File: src/design/acp_pkg.sv
/*
 * constants, field positions, reset values and states of the serial command port
 * assumes a single 50 MHz core clock; link pins are asynchronous to it
 */
package acp_pkg;
	localparam int CLK_HZ = 50_000_000;
	localparam int WAKE_MS = 20;
	localparam int WAKE_CYCLES = (CLK_HZ / 1000) * WAKE_MS;
	localparam int WAKE_W = 20;

	localparam int CMD_BITS = 8;
	localparam int WORD_BITS = 32;
	localparam int NUM_SETUP_REGS = 4;
	localparam int RESYNC_ONES = 15;

	localparam int CMD_TYPE_BIT = 7;
	localparam int ARRAY_BIT = 6;
	localparam int REPEAT_BIT = 6;
	localparam int CH_HI = 5;
	localparam int CH_LO = 4;
	localparam int DIR_BIT = 3;
	localparam int PTR_HI = 5;
	localparam int PTR_LO = 3;

	localparam logic [2:0] SEL_RESULT = 3'h0;
	localparam logic [2:0] SEL_OFFSET = 3'h1;
	localparam logic [2:0] SEL_GAIN = 3'h2;
	localparam logic [2:0] SEL_CONFIG = 3'h3;
	localparam logic [2:0] SEL_SETUP = 3'h5;

	localparam logic [2:0] CODE_CONV = 3'h0;
	localparam logic [2:0] CODE_SELF_OFF = 3'h1;
	localparam logic [2:0] CODE_SELF_GAIN = 3'h2;
	localparam logic [2:0] CODE_SYS_OFF = 3'h5;
	localparam logic [2:0] CODE_SYS_GAIN = 3'h6;

	localparam logic [7:0] NULL_BYTE = 8'h00;
	localparam logic [7:0] FILL_BYTE = 8'hff;
	localparam logic [7:0] END_BYTE = 8'hfe;

	localparam int CFG_KIND = 31;
	localparam int CFG_PDOWN = 30;
	localparam int CFG_RESET = 29;
	localparam int CFG_DONE = 28;
	localparam int CFG_SHORT = 27;
	localparam logic [31:0] CFG_WR_MASK = 32'hefd80000;

	localparam logic [31:0] RST_CFG = 32'h00000000;
	localparam logic [31:0] RST_OFFSET = 32'h00000000;
	localparam logic [31:0] RST_GAIN = 32'h01000000;
	localparam logic [31:0] RST_SETUP = 32'h00000000;

	typedef enum logic [1:0] {
		ST_CMD = 2'b00,
		ST_WR = 2'b01,
		ST_RD = 2'b10
	} acp_state_t;
endpackage

File: src/design/acp_port.sv
/*
 * serial command port: command decode, register file, power and soft reset
 * assumes host drives chip select, bit clock and data; link pins and external clock are resampled
 */
module acp_port
	import acp_pkg::*;
#(
	parameter int CHANNELS = 4,
	parameter int WAKE_CYCLES_P = WAKE_CYCLES
) (
	input wire logic clk_i,
	input wire logic rst_n_i,
	input wire logic chip_sel_n_i,
	input wire logic bit_clk_i,
	input wire logic serial_in_line_i,
	input wire logic ext_clock_i,
	input wire logic conv_done_i,
	input wire logic [31:0] conv_data_i,
	output logic serial_out_line_o,
	output logic serial_out_line_oe_o,
	output logic conv_start_o,
	output logic repeat_conversion_flag_o,
	output logic [2:0] setup_pointer_o,
	output logic cal_start_o,
	output logic [2:0] calibration_code_o,
	output logic conv_active_o,
	output logic port_flag_o,
	output logic [31:0] setup_word_o,
	output logic logic_reset_o,
	output logic standby_o,
	output logic sleep_o,
	output logic filter_run_o,
	output logic input_short_flag_o
);

	// ***********************
	// elaboration checks
	// ***********************
	if (CHANNELS != 2 && CHANNELS != 4) begin : g_ch_chk
		$error("CHANNELS must be 2 or 4");
	end
	if (WAKE_CYCLES_P < 1 || WAKE_CYCLES_P >= 2 ** WAKE_W) begin : g_wake_chk
		$error("WAKE_CYCLES_P out of range");
	end

	// ***********************
	// state
	// ***********************
	typedef struct packed {
		logic cs_m;
		logic cs_s;
		logic ck_m;
		logic ck_s;
		logic ck_d;
		logic di_m;
		logic di_s;
		logic ext_m;
		logic ext_s;
		acp_state_t st;
		logic [4:0] bitcnt;
		logic [4:0] ones;
		logic [31:0] shin;
		logic [31:0] shout;
		logic arr;
		logic [2:0] sel;
		logic [1:0] idx;
		logic [3:0][31:0] off;
		logic [3:0][31:0] gain;
		logic [3:0][31:0] setup;
		logic [31:0] cfg;
		logic [31:0] result;
		logic rpt;
		logic active;
		logic flag;
		logic conv_start;
		logic cal_start;
		logic logic_reset;
		logic [2:0] ptr;
		logic [2:0] cal_code;
		logic [WAKE_W-1:0] wake;
		logic was_sleep;
		logic standby;
		logic sleep;
		logic run;
		logic out_oe;
		logic [31:0] setup_word;
	} acp_regs_t;

	localparam acp_regs_t RST_S = '{
		cs_m: 1'b1,
		cs_s: 1'b1,
		st: ST_CMD,
		gain: {4{RST_GAIN}},
		default: '0
	};

	acp_regs_t s;
	acp_regs_t n;

	function automatic logic [31:0] rd_word(acp_regs_t r, logic [2:0] sel, logic [1:0] i);
		logic [31:0] w;
		w = '0;
		case (sel)
			SEL_OFFSET: w = r.off[i];
			SEL_GAIN: w = r.gain[i];
			SEL_CONFIG: w = r.cfg;
			SEL_SETUP: w = r.setup[i];
			SEL_RESULT: w = r.result;
			default: w = '0;
		endcase
		return w;
	endfunction

	// ***********************
	// next state
	// ***********************
	logic rise;
	logic [7:0] cbyte;
	logic [31:0] word;
	logic [1:0] last;
	logic sel_ok;

	always_comb begin
		n = s;
		rise = 1'b0;
		cbyte = {s.shin[6:0], s.di_s};
		word = {s.shin[30:0], s.di_s};
		last = (s.sel == SEL_SETUP) ? 2'(NUM_SETUP_REGS - 1) : 2'(CHANNELS - 1);
		sel_ok = 1'b0;
		n.conv_start = 1'b0;
		n.cal_start = 1'b0;
		n.logic_reset = 1'b0;

		// pin resampling
		n.cs_m = chip_sel_n_i;
		n.cs_s = s.cs_m;
		n.ck_m = bit_clk_i;
		n.ck_s = s.ck_m;
		n.ck_d = s.ck_s;
		n.di_m = serial_in_line_i;
		n.di_s = s.di_m;
		n.ext_m = ext_clock_i;
		n.ext_s = s.ext_m;

		rise = s.ck_s & ~s.ck_d & ~s.cs_s;
		n.out_oe = ~s.cs_s;

		// conversion results from the filter
		if (conv_done_i) begin
			n.result = conv_data_i;
			n.flag = 1'b1;
			if (!s.rpt) begin
				n.active = 1'b0;
			end
		end

		if (rise) begin
			n.ones = s.di_s ? ((s.ones == 5'h1f) ? s.ones : s.ones + 5'h01) : 5'h00;
			n.shin = word;
			n.bitcnt = s.bitcnt + 5'h01;
			if (!s.di_s && s.ones >= 5'(RESYNC_ONES)) begin
				n.st = ST_CMD;
				n.bitcnt = '0;
				n.arr = 1'b0;
			end else begin
				case (s.st)
					ST_CMD: begin
						if (s.bitcnt == 5'(CMD_BITS - 1)) begin
							n.bitcnt = '0;
							if (!cbyte[CMD_TYPE_BIT]) begin
								if (cbyte == NULL_BYTE) begin
									if (!conv_done_i) begin
										n.flag = 1'b0;
									end
								end else begin
									sel_ok = (cbyte[2:0] == SEL_OFFSET) || (cbyte[2:0] == SEL_GAIN) ||
										(cbyte[2:0] == SEL_CONFIG) || (cbyte[2:0] == SEL_SETUP) ||
										(cbyte[2:0] == SEL_RESULT);
									if (sel_ok) begin
										n.sel = cbyte[2:0];
										n.arr = cbyte[ARRAY_BIT] && (cbyte[2:0] != SEL_CONFIG) &&
											(cbyte[2:0] != SEL_RESULT);
										n.idx = n.arr ? 2'h0 : cbyte[CH_HI:CH_LO];
										if (cbyte[DIR_BIT]) begin
											n.st = ST_RD;
											n.shout = rd_word(s, n.sel, n.idx);
											if (n.sel == SEL_CONFIG) begin
												n.cfg[CFG_DONE] = 1'b0;
											end
										end else if (n.sel != SEL_RESULT) begin
											n.st = ST_WR;
										end
									end
								end
							end else if (cbyte != FILL_BYTE && cbyte != END_BYTE) begin
								if (cbyte[2:0] == CODE_CONV) begin
									n.conv_start = 1'b1;
									n.rpt = cbyte[REPEAT_BIT];
									n.ptr = cbyte[PTR_HI:PTR_LO];
									n.active = 1'b1;
								end else if (!cbyte[REPEAT_BIT] && ((cbyte[2:0] == CODE_SELF_OFF) ||
									(cbyte[2:0] == CODE_SELF_GAIN) || (cbyte[2:0] == CODE_SYS_OFF) ||
									(cbyte[2:0] == CODE_SYS_GAIN))) begin
									n.cal_start = 1'b1;
									n.cal_code = cbyte[2:0];
									n.ptr = cbyte[PTR_HI:PTR_LO];
								end
							end
						end
					end
					ST_WR: begin
						if (s.bitcnt == 5'(WORD_BITS - 1)) begin
							n.bitcnt = '0;
							case (s.sel)
								SEL_OFFSET: n.off[s.idx] = word;
								SEL_GAIN: n.gain[s.idx] = word;
								SEL_SETUP: n.setup[s.idx] = word;
								SEL_CONFIG: begin
									if (word[CFG_RESET]) begin
										for (int i = 0; i < NUM_SETUP_REGS; i++) begin
											n.off[i] = RST_OFFSET;
											n.gain[i] = RST_GAIN;
											n.setup[i] = RST_SETUP;
										end
										n.cfg = RST_CFG;
										n.cfg[CFG_RESET] = 1'b1;
										n.cfg[CFG_DONE] = 1'b1;
										n.active = 1'b0;
										n.rpt = 1'b0;
										n.logic_reset = 1'b1;
									end else begin
										n.cfg = (word & CFG_WR_MASK) | (s.cfg & ~CFG_WR_MASK);
									end
								end
								default: n.st = ST_CMD;
							endcase
							if (s.arr && s.idx != last) begin
								n.idx = s.idx + 2'h1;
							end else begin
								n.st = ST_CMD;
								n.arr = 1'b0;
							end
						end
					end
					ST_RD: begin
						n.shout = {s.shout[30:0], 1'b0};
						if (s.bitcnt == 5'(WORD_BITS - 1)) begin
							n.bitcnt = '0;
							if (s.arr && s.idx != last) begin
								n.idx = s.idx + 2'h1;
								n.shout = rd_word(s, s.sel, s.idx + 2'h1);
							end else begin
								n.st = ST_CMD;
								n.arr = 1'b0;
							end
						end
					end
					default: begin
						n.st = ST_CMD;
						n.bitcnt = '0;
					end
				endcase
			end
		end

		// power save and oscillator restart
		n.was_sleep = s.cfg[CFG_PDOWN] & s.cfg[CFG_KIND];
		if (s.was_sleep && !(n.cfg[CFG_PDOWN] && n.cfg[CFG_KIND]) && !s.ext_s) begin
			n.wake = WAKE_W'(WAKE_CYCLES_P);
		end else if (s.wake != '0) begin
			n.wake = s.wake - WAKE_W'(1);
		end
		n.standby = n.cfg[CFG_PDOWN] & ~n.cfg[CFG_KIND];
		n.sleep = n.cfg[CFG_PDOWN] & n.cfg[CFG_KIND];
		n.run = ~n.cfg[CFG_PDOWN] & (n.wake == '0) & ~n.cfg[CFG_RESET];
		n.setup_word = n.setup[n.ptr[2:1]];
	end

	always_ff @(posedge clk_i or negedge rst_n_i) begin
		if (!rst_n_i) begin
			s <= RST_S;
		end else begin
			s <= n;
		end
	end

	// ***********************
	// outputs
	// ***********************
	assign serial_out_line_o = s.shout[31];
	assign serial_out_line_oe_o = s.out_oe;
	assign conv_start_o = s.conv_start;
	assign repeat_conversion_flag_o = s.rpt;
	assign setup_pointer_o = s.ptr;
	assign cal_start_o = s.cal_start;
	assign calibration_code_o = s.cal_code;
	assign conv_active_o = s.active;
	assign port_flag_o = s.flag;
	assign setup_word_o = s.setup_word;
	assign logic_reset_o = s.logic_reset;
	assign standby_o = s.standby;
	assign sleep_o = s.sleep;
	assign filter_run_o = s.run;
	assign input_short_flag_o = s.cfg[CFG_SHORT];

endmodule

File: config.mk
export PLATFORM = sky130hd
export DESIGN_NAME = acp_port
export DESIGN_NICKNAME = d
export VERILOG_FILES = /design/src/design/acp_pkg.sv /design/src/design/acp_port.sv
export SDC_FILE = /design/constraint.sdc
export NUM_CORES = 2
export LEC_CHECK = 0
export ABC_AREA = 0
export BUFFER_PORTS_ARGS = -buffer_cell sky130_fd_sc_hd__buf_2
export CELL_PAD_IN_SITES_DETAIL_PLACEMENT = 0
export CELL_PAD_IN_SITES_GLOBAL_PLACEMENT = 1
export CORE_MARGIN = 1.5
export CORE_UTILIZATION = 35
export CTS_CLUSTER_SIZE = 16
export DETAILED_ROUTE_END_ITERATION = 8
export PLACE_DENSITY_LB_ADDON = 0.1
export SYNTH_ARGS = -nofsm -noshare
export SYNTH_HDL_FRONTEND = slang
export SYNTH_SLANG_ARGS = --single-unit
File: constraint.sdc
create_clock -name clk_i -period 7.2 [get_ports clk_i]
set_clock_uncertainty 0.1 [all_clocks]
set_input_delay 0.72 -clock clk_i [delete_from_list [all_inputs] [get_ports clk_i]]
set_output_delay 0.72 -clock clk_i [all_outputs]
set_load 0.02 [all_outputs]
==> flow_summary.ini <==
[final_layout]
final_layout_size_suffix_gt1_share_pct = 19.96
area_delta_synth_final_pct = 13.20
fin_util_pct = 39.91
num-nets-final = 2760

[critical_path]
critPathTopFamily = simple AND/OR/NAND/NOR gates
crit_buf_inv = 2
endpoint_kind = flop
critPathLaunchType = flop
cp.arrival_ns = 4.86
critPathMaxFanout = 19
cp_slowest_cell = nor3b_1
slowest_delay_ns = 1.04
path_cells = ha_1 -> and3_1 -> ha_1 -> and2_1 -> o2111ai_2 -> buf_4 -> nor3b_1 -> and2_2 -> buf_4 -> a22o_1
crit_required_ns = 7.68
ff2ff_setup_slack_ns = 2.81
criticalPathCategory = reg -> reg

[global_routing]
grt_max_degree = 157
antenna_found_initial = 3
grt.total_usage_pct = 28.77
grt_pass1_vias = 26390
grt.overflow.total = 0
grt_pass1_wl_um = 194300

[yosys]
yosysTopAreaCell = dfrtp_1
netlist_area_um2 = 31640
yosysTopAreaCellShare_pct = 47.53
synth_area_leaders = dfrtp_1 (48%), a22o_1 (11%), mux2i_1 (6.7%)
synthesis.nets = 2826
synth_most_common_cell = dfrtp_1
syn_inst = 2772
avgSynthCellArea_um2 = 11.41
yosysWarnings = 0
seq_area_frac_synth_pct = 48.03
synth-seq-cells = 607
synth_ff_type = dfrtp_1
synthTopCellsByCount = dfrtp_1 (601), a22o_1 (384), clkbuf_1 (223)
synth.distinct_cells = 80
synth_edf_count = 0
synthArstFlopShare_pct = 100.0

[sta]
drv_slew = 0
setup_viol = 0
fin_hold_ws_ns = 0.08449
timing.fmax_mhz = 227.9
period_minus_slack_ns = 4.387
slew-limit-headroom_pct = 12.59
setup_tns_ns = 0
hold_viol = 0
rsz0062_at_grt = no
layout_worst_path_cycle_share_pct = 60.94
worstMarginPinSlew_ns = 1.308
fin_ws_ns = 2.813

[cts]
cts_hold_buf = 1
root_buffer = clkbuf_16
clock_latency_ns = 0.64
cts_tree = yes
cts_max_path_buffers = 3
post_cts_buffers = 0
cts.sinks = 607
cts_made_buffers = 75
clk_pin_slew_ns = 0.06
cts_resized = 0
htree_levels = 3

[detailed_routing]
drc = 0
antenna_left = 0
wl_um = 134100
wl_per_cell_um = 34.00
vias = 25610
drt-initial-drc-count = 3076
firstDrtPassIters = 9
via_per_inst = 6.494

[min_path]
worstHoldPathType = in -> reg

[placement]
dp_hpwl_um = 77150
place_ws_ns = 2.830
portBuffers = 88
place.gp.congestion = 0.8633

[power]
ir_drop_mv = 0.1625
powerDensity_nw_per_um2 = 249.1
leakage_nw = 16.08

[floorplan]
coreArea_um2 = 89740
pin_count = 89
start_util_pct = 35.26
die-area_um2 = 92210
rows = 110
die_w_um = 303.7
die_h_um = 303.7

[job]
cap_violations = 0

[outcome]
status = completed
## layer usage
metal	track usage [%]	vias up	wire (µm)
li1	-	10540	-
met1	38.31	13430	56230
met2	45.45	1304	61800
met3	5.566	333	9655
met4	12.93	0	6397
met5	0	-	0
## area by class of cell
cell class / count / area [µm²]
Tap cell: 1176 / 1471
Fill cell: 8541 / 53920
Clock buffer: 111 / 2235
Clock inverter: 26 / 417.9
Inverter: 28 / 105.1
Multi-Input combinational cell: 1810 / 15150
Antenna cell: 1 / 2.502
Sequential cell: 607 / 15210
Timing Repair Buffer: 184 / 1224
## path summary, 6_finish.rpt
path,from,end,depth (start not counted)
max,s[592]$_DFFE_PN0P_,s[431]$_DFFE_PN0P_,10
min,chip_sel_n_i,n[606]$_DFF_PN1_,1
max reg2reg,s[592]$_DFFE_PN0P_,s[431]$_DFFE_PN0P_,10
min reg2reg,n[604]$_DFF_PN0_,n[603]$_DFF_PN0_,0
max in group asynchronous,rst_n_i,s[87]$_DFFE_PN0P_,4
min in group asynchronous,rst_n_i,s[48]$_DFF_PN0_,2
## flip-flops by register name (all words and copies together) (netlist names), 3 cells and up, named ones only
name                count
calibration_code_o      3
cbyte                   8
n                       5
s                     540
setup_pointer_o         3
setup_word_o           32
## logic make-up (layout without fill, tap and decap cells)
logic type      after synthesis  count (layout)  synth area share (%)
xor+xnor                     16              16                0.4429
fa+ha+maj                    15              15                0.5932
other cells                   0               1                     0
compound gates              875             875                 21.69
flops                       607             607                 48.03
mux                         398             398                 16.29
buf+inv                     355             349                 5.058
simple gates                506             506                 7.893
## stage by stage
stage	std cells	total power, mW	instance area [µm²]
finish	3943	8.922	35820
CTS	3942	8.983	35810
detailed placement	3804	4.860	33150
floorplan	2772	4.229	31640
global route	3942	9.198	35810
global placement	3804	4.850	33150
## cell usage in the layout (no fill, tap or decap), types with 36 or more instances in the layout
cell type  count
nor3_1        36
buf_2         87
nor2_1        61
nor2b_1       47
a221oi_1      39
mux4_2        83
mux2_2       101
dfrtp_1      595
o21ai_0       91
clkbuf_16     77
nand2_1      207
o22ai_1       42
buf_4         91
a21oi_1       86
mux2i_1      213
a222oi_1      56
a22o_1       384
## power breakdown
group	internal, mW	switching (mW)
logic	0.325	0.868
registers	3.47	0.160
clock network	2.51	1.59
Note: power is estimated with default switching activity, not from simulation.
